### src/logic/spm_pkg.sv
// How it works
// - A master seeing its select input low sets the mode fault flag.
// - Master with direction bit 5 set drives select as output; no fault.
// - Phase 0 shifts on select OR clock; select rises between characters.
// - Phase 1 lets select stay low, even tied low for a single slave.
// - Mode fault clears master select and the four direction bits, not interrupt enable.
// - Data write during a transfer sets collision; byte dropped, transfer continues.
// - A master is busy from data write until transfer complete sets.
// - Phase 0 slave busy while selected; completes mid eighth clock cycle.
// - Phase 1 slave starts on first active clock edge, ends at completion.
// - Enabled interrupt on complete or fault unless globally masked.
// - System enable gives pins 2 to 5 to the port, except pin 5 of a master with direction bit 5 set.
// - Open drain select makes every port output open drain.
// - Master select chooses slave mode at 0 and master at 1.
// - Idle master clock rests at the polarity level.
// - Master rate select divides by 2, 4, 16 or 32.
// - Complete clears by status read then data access; writes blocked before.
// - Collision clears by status read seeing it, then data access.
// - Mode fault clears by status read seeing it, then control write.
// - Status bits 5 and 3 to 0 read as zero.
// - Only master data write starts a byte; both ends flag completion.
// - Received byte goes to a read buffer; uncleared flag means overrun.
// - Each byte takes exactly eight clock cycles, full duplex.
// - Unselected slave releases its master-in slave-out pin.
`default_nettype none

package spm_pkg;

	localparam logic [7:0] OFF_CONTROL = 8'h00;
	localparam logic [7:0] OFF_STATUS = 8'h04;
	localparam logic [7:0] OFF_DATA = 8'h08;
	localparam logic [7:0] OFF_DIRECTION = 8'h0c;

	// Control fields.
	localparam int CTL_INT_EN = 7;
	localparam int CTL_SYS_EN = 6;
	localparam int CTL_OPEN_DRAIN = 5;
	localparam int CTL_MASTER = 4;
	localparam int CTL_POL = 3;
	localparam int CTL_PHASE = 2;
	localparam int CTL_RATE_HI = 1;
	localparam int CTL_RATE_LO = 0;

	// Status fields.
	localparam int STA_COMPLETE = 7;
	localparam int STA_COLLISION = 6;
	localparam int STA_FAULT = 4;

	// Direction register fields: pins 2..5 and the select output level.
	localparam int DIR_MISO = 2;
	localparam int DIR_MOSI = 3;
	localparam int DIR_SCK = 4;
	localparam int DIR_SS = 5;
	localparam int DIR_SS_LEVEL = 1;

	localparam logic [7:0] CONTROL_RESET = 8'h00;
	localparam logic [5:1] DIRECTION_RESET = 5'h00;

	// Clock dividers; the engine counts half periods minus one.
	localparam int DIV_R0 = 2;
	localparam int DIV_R1 = 4;
	localparam int DIV_R2 = 16;
	localparam int DIV_R3 = 32;
	localparam logic [3:0] HALF_M1_R0 = 4'(DIV_R0 / 2 - 1);
	localparam logic [3:0] HALF_M1_R1 = 4'(DIV_R1 / 2 - 1);
	localparam logic [3:0] HALF_M1_R2 = 4'(DIV_R2 / 2 - 1);
	localparam logic [3:0] HALF_M1_R3 = 4'(DIV_R3 / 2 - 1);

	localparam logic [3:0] LAST_BIT = 4'h7;

	typedef enum logic [2:0] {
		ST_IDLE = 3'b001,
		ST_MASTER = 3'b010,
		ST_SLAVE = 3'b100
	} spm_state_t;

endpackage

`default_nettype wire

### src/logic/spm_port.sv
// The APB register port and the register addresses were left to the implementer.
`default_nettype none

module spm_port (
	input wire logic pclk,
	input wire logic presetn,
	input wire logic psel,
	input wire logic penable,
	input wire logic pwrite,
	input wire logic [7:0] paddr,
	input wire logic [31:0] pwdata,
	output logic [31:0] prdata,
	output logic pready,
	output logic pslverr,
	input wire logic global_int_mask,
	output logic irq_request,
	input wire logic miso_in,
	output logic miso_out,
	output logic miso_oe_n,
	input wire logic mosi_in,
	output logic mosi_out,
	output logic mosi_oe_n,
	input wire logic sck_in,
	output logic sck_out,
	output logic sck_oe_n,
	input wire logic ss_in,
	output logic ss_out,
	output logic ss_oe_n
);

	logic [7:0] ctrl_ff;
	logic [5:1] dir_ff;
	logic tcf_ff;
	logic write_collision_flag_ff;
	logic mode_fault_flag_ff;
	logic saw_tcf_ff;
	logic saw_write_collision_flag_ff;
	logic saw_mode_fault_flag_ff;
	logic [7:0] sh_ff;
	logic [7:0] rxbuf_ff;
	logic rx_bit_ff;
	logic [3:0] cnt_ff;
	logic [3:0] div_ff;
	logic sck_ff;
	logic sck_q_ff;
	logic [31:0] prdata_ff;
	spm_pkg::spm_state_t state_ff;

	logic en;
	logic master_select;
	logic clock_polarity;
	logic clock_phase;
	logic od;
	logic sel_ctrl;
	logic sel_stat;
	logic sel_data;
	logic sel_dir;
	logic acc;
	logic rd_acc;
	logic wr_acc;
	logic data_acc;
	logic data_wr;
	logic ctrl_wr;
	logic mode_fault_flag_ev;
	logic slave_sel;
	logic busy;
	logic write_collision_flag_ev;
	logic load;
	logic [3:0] half_m1;
	logic half_tick;
	logic lead;
	logic trail;
	logic rx;
	logic done;
	logic [7:0] nxt_byte;
	logic tcf_clr;
	logic [7:0] status_val;

	assign en = ctrl_ff[spm_pkg::CTL_SYS_EN];
	assign master_select = ctrl_ff[spm_pkg::CTL_MASTER];
	assign clock_polarity = ctrl_ff[spm_pkg::CTL_POL];
	assign clock_phase = ctrl_ff[spm_pkg::CTL_PHASE];
	assign od = ctrl_ff[spm_pkg::CTL_OPEN_DRAIN];

	assign sel_ctrl = (paddr == spm_pkg::OFF_CONTROL);
	assign sel_stat = (paddr == spm_pkg::OFF_STATUS);
	assign sel_data = (paddr == spm_pkg::OFF_DATA);
	assign sel_dir = (paddr == spm_pkg::OFF_DIRECTION);

	// Zero wait states: read data is captured in the setup cycle.
	assign pready = 1'b1;
	assign acc = psel & penable;
	assign rd_acc = acc & ~pwrite;
	assign wr_acc = acc & pwrite;
	assign pslverr = acc & ~(sel_ctrl | sel_stat | sel_data | sel_dir);
	assign prdata = prdata_ff;

	assign status_val = {tcf_ff, write_collision_flag_ff, 1'b0, mode_fault_flag_ff, 4'h0};

	assign data_acc = acc & sel_data;
	assign ctrl_wr = wr_acc & sel_ctrl;
	// A pending complete flag not yet seen by a status read blocks writes.
	assign data_wr = wr_acc & sel_data & ~(tcf_ff & ~saw_tcf_ff);

	// A master whose select pin is still an input watches it for contention.
	assign mode_fault_flag_ev = en & master_select & ~dir_ff[spm_pkg::DIR_SS] & ~ss_in;

	assign slave_sel = en & ~master_select & ~ss_in;

	// Phase 0 slave stays busy for as long as it is selected.
	always_comb begin
		if (master_select) begin
			busy = (state_ff == spm_pkg::ST_MASTER);
		end else if (!clock_phase) begin
			busy = slave_sel;
		end else begin
			busy = (state_ff == spm_pkg::ST_SLAVE);
		end
	end

	assign write_collision_flag_ev = data_wr & busy;
	assign load = data_wr & ~busy & ~mode_fault_flag_ev;

	always_comb begin
		case ({ctrl_ff[spm_pkg::CTL_RATE_HI], ctrl_ff[spm_pkg::CTL_RATE_LO]})
			2'b00: half_m1 = spm_pkg::HALF_M1_R0;
			2'b01: half_m1 = spm_pkg::HALF_M1_R1;
			2'b10: half_m1 = spm_pkg::HALF_M1_R2;
			default: half_m1 = spm_pkg::HALF_M1_R3;
		endcase
	end

	assign half_tick = (state_ff == spm_pkg::ST_MASTER) && (div_ff == half_m1);

	// Leading edge leaves the idle level; trailing edge returns to it.
	always_comb begin
		if (master_select) begin
			lead = half_tick & (sck_ff == clock_polarity);
			trail = half_tick & (sck_ff != clock_polarity);
		end else begin
			lead = slave_sel & ((sck_in ^ clock_polarity) & ~(sck_q_ff ^ clock_polarity));
			trail = slave_sel & (~(sck_in ^ clock_polarity) & (sck_q_ff ^ clock_polarity));
		end
	end

	assign rx = master_select ? miso_in : mosi_in;
	// Eighth trailing edge is the middle of the eighth clock cycle.
	assign done = trail & (cnt_ff == spm_pkg::LAST_BIT);
	assign nxt_byte = {sh_ff[6:0], clock_phase ? rx : rx_bit_ff};

	always_ff @(posedge pclk or negedge presetn) begin
		if (!presetn) begin
			prdata_ff <= 32'h0000_0000;
		end else if (psel && !penable && !pwrite) begin
			if (sel_ctrl) begin
				prdata_ff <= {24'h00_0000, ctrl_ff};
			end else if (sel_stat) begin
				prdata_ff <= {24'h00_0000, status_val};
			end else if (sel_data) begin
				prdata_ff <= {24'h00_0000, rxbuf_ff};
			end else if (sel_dir) begin
				prdata_ff <= {26'h000_0000, dir_ff, 1'b0};
			end else begin
				prdata_ff <= 32'h0000_0000;
			end
		end
	end

	always_ff @(posedge pclk or negedge presetn) begin
		if (!presetn) begin
			ctrl_ff <= spm_pkg::CONTROL_RESET;
		end else begin
			if (ctrl_wr) begin
				ctrl_ff <= pwdata[7:0];
			end
			if (mode_fault_flag_ev) begin
				ctrl_ff[spm_pkg::CTL_MASTER] <= 1'b0;
			end
		end
	end

	always_ff @(posedge pclk or negedge presetn) begin
		if (!presetn) begin
			dir_ff <= spm_pkg::DIRECTION_RESET;
		end else begin
			if (wr_acc && sel_dir) begin
				dir_ff <= pwdata[5:1];
			end
			if (mode_fault_flag_ev) begin
				dir_ff[5:2] <= 4'h0;
			end
		end
	end

	// Flags: a hardware set in the same cycle as a clear always wins.
	assign tcf_clr = data_acc & saw_tcf_ff;

	always_ff @(posedge pclk or negedge presetn) begin
		if (!presetn) begin
			tcf_ff <= 1'b0;
		end else if (done) begin
			tcf_ff <= 1'b1;
		end else if (tcf_clr) begin
			tcf_ff <= 1'b0;
		end
	end

	always_ff @(posedge pclk or negedge presetn) begin
		if (!presetn) begin
			write_collision_flag_ff <= 1'b0;
		end else if (write_collision_flag_ev) begin
			write_collision_flag_ff <= 1'b1;
		end else if (data_acc && saw_write_collision_flag_ff) begin
			write_collision_flag_ff <= 1'b0;
		end
	end

	always_ff @(posedge pclk or negedge presetn) begin
		if (!presetn) begin
			mode_fault_flag_ff <= 1'b0;
		end else if (mode_fault_flag_ev) begin
			mode_fault_flag_ff <= 1'b1;
		end else if (ctrl_wr && saw_mode_fault_flag_ff) begin
			mode_fault_flag_ff <= 1'b0;
		end
	end

	// Remember which flags a status read returned, to arm their clears.
	always_ff @(posedge pclk or negedge presetn) begin
		if (!presetn) begin
			saw_tcf_ff <= 1'b0;
			saw_write_collision_flag_ff <= 1'b0;
			saw_mode_fault_flag_ff <= 1'b0;
		end else begin
			if (rd_acc && sel_stat) begin
				saw_tcf_ff <= prdata_ff[spm_pkg::STA_COMPLETE];
				saw_write_collision_flag_ff <= prdata_ff[spm_pkg::STA_COLLISION];
				saw_mode_fault_flag_ff <= prdata_ff[spm_pkg::STA_FAULT];
			end else begin
				if (tcf_clr) begin
					saw_tcf_ff <= 1'b0;
				end
				if (data_acc) begin
					saw_write_collision_flag_ff <= 1'b0;
				end
				if (ctrl_wr) begin
					saw_mode_fault_flag_ff <= 1'b0;
				end
			end
		end
	end

	// An unread byte is kept; the newer one is lost on overrun.
	always_ff @(posedge pclk or negedge presetn) begin
		if (!presetn) begin
			rxbuf_ff <= 8'h00;
		end else if (done && (!tcf_ff || tcf_clr)) begin
			rxbuf_ff <= nxt_byte;
		end
	end

	always_ff @(posedge pclk or negedge presetn) begin
		if (!presetn) begin
			state_ff <= spm_pkg::ST_IDLE;
		end else begin
			case (state_ff)
				spm_pkg::ST_IDLE: begin
					if (load && master_select && en) begin
						state_ff <= spm_pkg::ST_MASTER;
					end else if (lead && !master_select) begin
						state_ff <= spm_pkg::ST_SLAVE;
					end
				end
				spm_pkg::ST_MASTER: begin
					if (done || mode_fault_flag_ev || !master_select || !en) begin
						state_ff <= spm_pkg::ST_IDLE;
					end
				end
				spm_pkg::ST_SLAVE: begin
					if (done || !slave_sel) begin
						state_ff <= spm_pkg::ST_IDLE;
					end
				end
				default: state_ff <= spm_pkg::ST_IDLE;
			endcase
		end
	end

	always_ff @(posedge pclk or negedge presetn) begin
		if (!presetn) begin
			div_ff <= 4'h0;
		end else if (state_ff != spm_pkg::ST_MASTER || half_tick) begin
			div_ff <= 4'h0;
		end else begin
			div_ff <= div_ff + 4'h1;
		end
	end

	always_ff @(posedge pclk or negedge presetn) begin
		if (!presetn) begin
			sck_ff <= 1'b0;
		end else if (state_ff != spm_pkg::ST_MASTER) begin
			sck_ff <= clock_polarity;
		end else if (half_tick) begin
			sck_ff <= ~sck_ff;
		end
	end

	always_ff @(posedge pclk or negedge presetn) begin
		if (!presetn) begin
			sck_q_ff <= 1'b0;
		end else begin
			sck_q_ff <= sck_in;
		end
	end

	// Counts trailing edges; a deselected slave restarts at bit 0.
	always_ff @(posedge pclk or negedge presetn) begin
		if (!presetn) begin
			cnt_ff <= 4'h0;
		end else if (done || (!master_select && !slave_sel)) begin
			cnt_ff <= 4'h0;
		end else if (master_select && state_ff != spm_pkg::ST_MASTER) begin
			cnt_ff <= 4'h0;
		end else if (trail) begin
			cnt_ff <= cnt_ff + 4'h1;
		end
	end

	always_ff @(posedge pclk or negedge presetn) begin
		if (!presetn) begin
			rx_bit_ff <= 1'b0;
		end else if (clock_phase ? trail : lead) begin
			rx_bit_ff <= rx;
		end
	end

	// Phase 0 shifts on trailing edges; phase 1 on later leading edges.
	always_ff @(posedge pclk or negedge presetn) begin
		if (!presetn) begin
			sh_ff <= 8'h00;
		end else if (load) begin
			sh_ff <= pwdata[7:0];
		end else if (done && !clock_phase) begin
			// Phase 1 keeps its last bit at the final edge for the hold time.
			sh_ff <= nxt_byte;
		end else if (!clock_phase && trail) begin
			sh_ff <= {sh_ff[6:0], rx_bit_ff};
		end else if (clock_phase && lead && cnt_ff != 4'h0) begin
			sh_ff <= {sh_ff[6:0], rx_bit_ff};
		end
	end

	assign irq_request = ctrl_ff[spm_pkg::CTL_INT_EN] & ~global_int_mask
		& (tcf_ff | mode_fault_flag_ff);

	// Pins: a driver is on only when enabled and its direction bit is set.
	// Open drain releases the pin instead of driving a one.
	always_comb begin
		logic drv_miso;
		logic drv_mosi;
		logic drv_sck;
		logic drv_ss;
		drv_miso = en & ~master_select & ~ss_in & dir_ff[spm_pkg::DIR_MISO];
		drv_mosi = en & master_select & dir_ff[spm_pkg::DIR_MOSI];
		drv_sck = en & master_select & dir_ff[spm_pkg::DIR_SCK];
		drv_ss = en & master_select & dir_ff[spm_pkg::DIR_SS];
		miso_out = sh_ff[7];
		mosi_out = sh_ff[7];
		sck_out = sck_ff;
		ss_out = dir_ff[spm_pkg::DIR_SS_LEVEL];
		miso_oe_n = ~(drv_miso & (~od | ~miso_out));
		mosi_oe_n = ~(drv_mosi & (~od | ~mosi_out));
		sck_oe_n = ~(drv_sck & (~od | ~sck_out));
		ss_oe_n = ~(drv_ss & (~od | ~ss_out));
	end

endmodule // spm_port

`default_nettype wire

### config.mk
export PLATFORM = sky130hd
export DESIGN_NAME = spm_port
export DESIGN_NICKNAME = d
export VERILOG_FILES = /design/src/logic/spm_pkg.sv /design/src/logic/spm_port.sv
export SDC_FILE = /design/constraint.sdc
export NUM_CORES = 1
export LEC_CHECK = 0
export ABC_AREA = 1
export BUFFER_PORTS_ARGS = -buffer_cell sky130_fd_sc_hd__clkbuf_2
export CORE_AREA = 2 2 81 83
export CTS_BUF_LIST = sky130_fd_sc_hd__clkbuf_4 sky130_fd_sc_hd__clkbuf_8
export DETAILED_ROUTE_END_ITERATION = 6
export DIE_AREA = 0 0 83 85
export GPL_TIMING_DRIVEN = 1
export PLACE_DENSITY = 0.81
export SETUP_SLACK_MARGIN = 0.5
export SLEW_MARGIN = 20
export SYNTH_ARGS = -nofsm -noshare
export SYNTH_HDL_FRONTEND = slang
export SYNTH_SLANG_ARGS = --single-unit
### constraint.sdc
create_clock -name pclk -period 4 [get_ports pclk]
set_clock_uncertainty 0.05 [all_clocks]
set_input_delay 0.4 -clock pclk [delete_from_list [all_inputs] [get_ports pclk]]
set_output_delay 0.4 -clock pclk [all_outputs]
set_load 0.01 [all_outputs]
# Word level (Yosys, flattened, before mapping)
# Index checks and enable logic that the tools add are counted.
# word_totals
reg_bits	81
input_bits	50
out_inout_bits	43
elab_cells	189
# classes
add_sub_neg	2
eq_ne	16
mux	42
bitwise_logic	64
reduce_logical	46
# ops
op	count
32-bit two-way mux	2
8-bit two-way mux	5
1-bit bitwise AND	35
1-bit two-way mux	21
4-bit two-way mux	5
1-bit NOT	20
2-bit nonzero test	9
1-bit logical AND	17
8-bit by 4-bit equality test with 1-bit output (second input constant)	2
3-bit two-way mux	4
4-bit one-hot mux with 3 select lines	1
5-bit two-way mux	2
3-bit one-hot mux with 3 select lines	1
4-bit by 1-bit adder with 4-bit output (second input constant)	2
8-bit by 3-bit equality test with 1-bit output (second input constant)	1
8-bit zero test	1
4-bit nonzero test	2
1-bit zero test	7
1-bit logical OR	7
1-bit bitwise OR	7
6-bit two-way mux	1
4-bit by 3-bit equality test with 1-bit output (second input constant)	1
4-bit equality test	1
2-bit by 1-bit != test with 1-bit output (second input constant)	2
13 further kinds	14

# Longest topological paths before layout
# logic_depth
word_depth	12
mapped_depth	13
ltp_nobuf	11

# Least setup slack after synthesis
# Ideal clock, no wire load.
# synth_path
path_type	in2reg
start	input port paddr[1]
end	register rxbuf_ff[0]
setup_ps	126
arrival_time_ps	1492
t_required_ps	3824
slack_ps	2332
cell_stages	9
path_buffers	1
path_cell_list	nor2_1 nand3_1 nor2_2 inv_2 nor2_2 nand2_1 a21oi_4 buf_6 o21ai_0
# synth_via
elab_chain_len	5
# synth_rtl
element	line	text
from (decl)	spm_port.sv:10	input wire logic [7:0] paddr,
8-bit by 4-bit equality test with 1-bit output	spm_port.sv:87	assign sel_data = (paddr == spm_pkg::OFF_DATA);
1-bit bitwise AND	spm_port.sv:100	assign data_acc = acc & sel_data;
1-bit bitwise AND	spm_port.sv:196	assign tcf_clr = data_acc & saw_tcf_ff;
1-bit logical OR	spm_port.sv:257	end else if (done && (!tcf_ff || tcf_clr)) begin
1-bit logical AND	spm_port.sv:257	
to (signal assigned)	spm_port.sv:258	rxbuf_ff <= nxt_byte;
to (decl)	spm_port.sv:40	logic [7:0] rxbuf_ff;
# No other way between the ends.
# A chain may end at the register's enable or synchronous reset.

# Worst setup path after layout
# layout_path
start	register state_ff[1]
end	register sh_ff[7]
# layout_via
elab_chain_len	8
word_cells_on_any_way	21
classes_between	eq/ne (2); mux (7); bitwise (6); reduce/logical (6)
# layout_rtl
element	line	text
from (decl)	spm_port.sv:47	spm_pkg::spm_state_t state_ff;
from (signal assigned)	spm_port.sv:264	state_ff <= spm_pkg::ST_IDLE;
from (signal assigned)	spm_port.sv:269	state_ff <= spm_pkg::ST_MASTER;
from (signal assigned)	spm_port.sv:271	state_ff <= spm_pkg::ST_SLAVE;
3-bit by 2-bit equality test with 1-bit output	spm_port.sv:113, spm_port.sv:133	
1-bit logical AND	spm_port.sv:133	assign half_tick = (state_ff == spm_pkg::ST_MASTER) && (div_ff == half_m1);
1-bit bitwise AND	spm_port.sv:139	trail = half_tick & (sck_ff != clock_polarity);
1-bit two-way mux	spm_port.sv:137	if (master_select) begin
1-bit logical AND / 1-bit bitwise AND (equally long branches)	spm_port.sv:347, spm_port.sv:148	
8-bit two-way mux / 1-bit logical AND (equally long branches)	spm_port.sv:347, spm_port.sv:344	
8-bit two-way mux	spm_port.sv:344	end else if (done && !clock_phase) begin
8-bit two-way mux	spm_port.sv:342	end else if (load) begin
to (signal assigned)	spm_port.sv:343	sh_ff <= pwdata[7:0];
to (signal assigned)	spm_port.sv:346	sh_ff <= nxt_byte;
to (signal assigned)	spm_port.sv:348	sh_ff <= {sh_ff[6:0], rx_bit_ff};
to (decl)	spm_port.sv:39	logic [7:0] sh_ff;
# Several ways; a longest one is shown, not always the timed one.

==> flow_summary_export.csv <==
group,metric,value,unit
clock_network,cts-root-buf,"clkbuf_8",
place,hpwlAfterDp,5180,um
worst_setup_path,start_kind,"flip-flop",
floorplanning,die_h,85,um
flow_run,cap_violations,0,
global_route,grt_pass1_vias,2512,
drt,ant_nets,0,
timing,rsz0062_at_grt,"false",
timing,setup_slack,1.97,ns
drt,wl_per_cell,12.4,um
pwr,pwr-share-seq,51.0,%
yosys,synth-main-ff-cell,"dfrtp_1",
place,place_ws,1.90,ns
clock_network,cts_tree,"yes",
yosys,synth-seq-area-share,43.4,%
clock_network,cts_setup_buffers,0,
run_status,status,"finished, final reports clean",
timing,tns,0,ns
drt,wl,6810,um
timing,finalSetupViolations,0,
global_route,track_usage,20.8,%
pwr,p_leak,1.93,nW
place,port_buffers,43,
clock_network,cts_buffers,9,
clock_network,ctsHoldBuffers,0,
yosys,async_flop_share,100,%
worst_setup_path,worst_ep_required_time,4.17,ns
worst_setup_path,cp_common_cell,"nand2_1",
clock_network,numClockSinks,57,
floorplanning,die_area,7060,sq um
layout,nNetsFinal,519,
global_route,antenna_found_initial,0,
floorplanning,core,6200,sq um
layout,drive_gt1_share,18.3,%
worst_setup_path,cp.arrival,2.20,ns
drt,vias_per_cell,5.04,
pwr,netSwitchingFraction,24.9,%
worst_setup_path,crit_path_top_delay_cell,"dfrtp_1",
layout,fin_util,58.1,%
global_route,grt_max_degree,58,
worst_setup_path,path_max_fanout,20,
yosys,avgSynthCellArea,7.77,sq um
global_route,grt_pass1_wl,11500,um
floorplanning,ioPinCount,93,
pwr,vdd_ir_drop_max,0.192,mV
pwr,pwr-share-comb,8.2,%
clock_network,h-tree-depth,3,
floorplanning,num_rows,29,
drt,drtIter0Drc,190,
worst_setup_path,crit_type,"reg -> reg",
timing,drv_slew,0,
clock_network,clk_pin_slew,0.06,ns
yosys,synth-edff-count,0,
worst_setup_path,cpPeakStageDelay,0.39,ns
layout,antenna_cells,0,
clock_network,insertion_delay,0.34,ns
floorplanning,die_w,83,um
clock_network,cts-resized-gates,0,
drt,vias,2764,
clock_network,cts_buffer_depth,2,
place,gp_congestion,0.885,
global_route,grt_overflow_total,0,
floorplanning,start_util,53.0,%
timing,fmax,0.493,GHz
yosys,ys_warn_count,0,
layout,layout_commonest_cell,"nand2_1",
timing,worst_pin_slew,0.716,ns
worst_setup_path,setup.worst_path.end_class,"flip-flop",
layout,area_delta_synth_final,9.74,%
worst_setup_path,path_cells,"nor3_1, nand2_1, o211ai_1, nand2_1, nand2_2, nand3_2, nand2_1, nand2_1",
drt,firstDrtPassIters,4,
pwr,p_int,0.898,mW
yosys,netlist_area,3290,sq um
pwr,power_switching,0.298,mW
drt,drcViolationCount,0,
yosys,synthCells,423,
pwr,p_per_area,332,nW/um^2
timing,min_period,2.03,ns
pwr,clkPwrFrac,40.8,%
layout,final_cell_mix,"96 x nand2_1, 62 x inv_1, 56 x dfrtp_1, 43 x clkbuf_2, 37 x o21ai_0",
timing,finalHoldViolCount,0,
yosys,synth_cell_types,38,
timing,slew-limit-headroom,52.3,%
yosys,ys_ff_latch,57,
hold_path,min_path_type,"in -> async",
timing,final.period_utilization,50.7,%
[power by group through the flow]
stage | clock (mW) | sequential [mW] | combinational [mW]
2_1_floorplan | 0 | 0.618 | 0.0752
3_3_place_gp | 0 | 0.619 | 0.0965
3_5_place_dp | 0 | 0.620 | 0.0988
4_1_cts | 0.496 | 0.610 | 0.0995
5_1_grt | 0.520 | 0.612 | 0.112
6_report | 0.488 | 0.610 | 0.0987
[worst paths after layout]
check	startpoint	cells past startpoint	to	slack [ns]
max	state_ff[1]$_DFFE_PN0P_	8	sh_ff[7]$_DFFE_PN0P_	1.97
min	presetn	2	sh_ff[4]$_DFFE_PN0P_	0.14
max reg2reg	state_ff[1]$_DFFE_PN0P_	8	sh_ff[7]$_DFFE_PN0P_	1.97
min reg2reg	prdata[3]$_DFFE_PN0P_	2	prdata[3]$_DFFE_PN0P_	0.43
max in group asynchronous	presetn	2	prdata[6]$_DFFE_PN0P_	3.28
min in group pclk	sck_in	1	sck_q_ff$_DFF_PN0_	0.15
[cell families after synthesis]
family	synth area share [%]
AO/OA/AOI/OAI	13.8
XOR/XNOR	1.60
adder cells (fa/ha/maj)	1.14
buffers and inverters	15.8
flip-flops	43.4
multiplexers	0.343
other	0.228
AND/OR/NAND/NOR	23.7
[Yosys cell counts (2+ instances only)]
cell type  instances  area share (%)
nand3_2            2            0.61
nor2_1            24             2.7
o211ai_1           2            0.46
buf_4             28             6.4
a21oi_1           16             2.4
conb_1             2            0.23
dfrtp_1           56              43
nand3_1           23             3.5
inv_2              4            0.46
clkbuf_1           3            0.34
nand2_4            2            0.69
o21ai_1            3            0.46
nor3_1             7             1.1
xnor2_1            2            0.53
ha_1               3             1.1
nor2_2             5            0.95
nand2_1           96              11
nand2_2            4            0.76
o21ai_0           37             5.6
o22ai_1           10             1.9
nand4_1            6             1.1
o21ai_2            3            0.80
buf_6              4             1.4
o21bai_1           3            0.69
xor2_1             4             1.1
inv_1             62             7.1
[state kept, by name, indices dropped and copies added (netlist names)]
signal	count
mode_fault_flag_ff	1
sck_q_ff	1
sh_ff	8
rx_bit_ff	1
div_ff	4
prdata	8
rxbuf_ff	8
dir_ff	5
cnt_ff	4
sck_out	1
saw_tcf_ff	1
write_collision_flag_ff	1
ctrl_ff	8
saw_write_collision_flag_ff	1
saw_mode_fault_flag_ff	1
state_ff	3
tcf_ff	1
[area by class of cell]
type | instances | area, sq um
clock buffers | 13 | 166
well taps | 77 | 96.3
inverters | 67 | 251
repair buffers | 44 | 223
clock inverters | 3 | 15.0
flip-flops and latches | 57 | 1430
fillers | 592 | 2600
multi-input cells | 287 | 1430
[worst max-delay path: cells and delay by family, from the launching register on]
kind | cells | cell delay, ns
AO/OA/AOI/OAI | 1 | 0.09
AND/OR/NAND/NOR | 7 | 1.38
flip-flops | 1 | 0.39
[stage by stage]
step           cell area (sq um)  total power [mW]  hold WS [ns]  instances
6_report                    3610              1.20         0.144        548
5_1_grt                     3610              1.24         0.134        548
4_1_cts                     3610              1.21         0.134        548
3_5_place_dp                3430             0.719         0.422        532
3_3_place_gp                3430             0.716         0.415        532
2_1_floorplan               3370             0.693        0.0544        446
[routing by layer]
metal,track usage [%],share of wire (%),wire length [um]
met1,28.8,46,3160
met2,31.2,46,3130
met3,4.28,5.8,394
met4,10.7,1.8,122
met5,0,0,0
No activity file was read; power rests on OpenSTA's default activity.
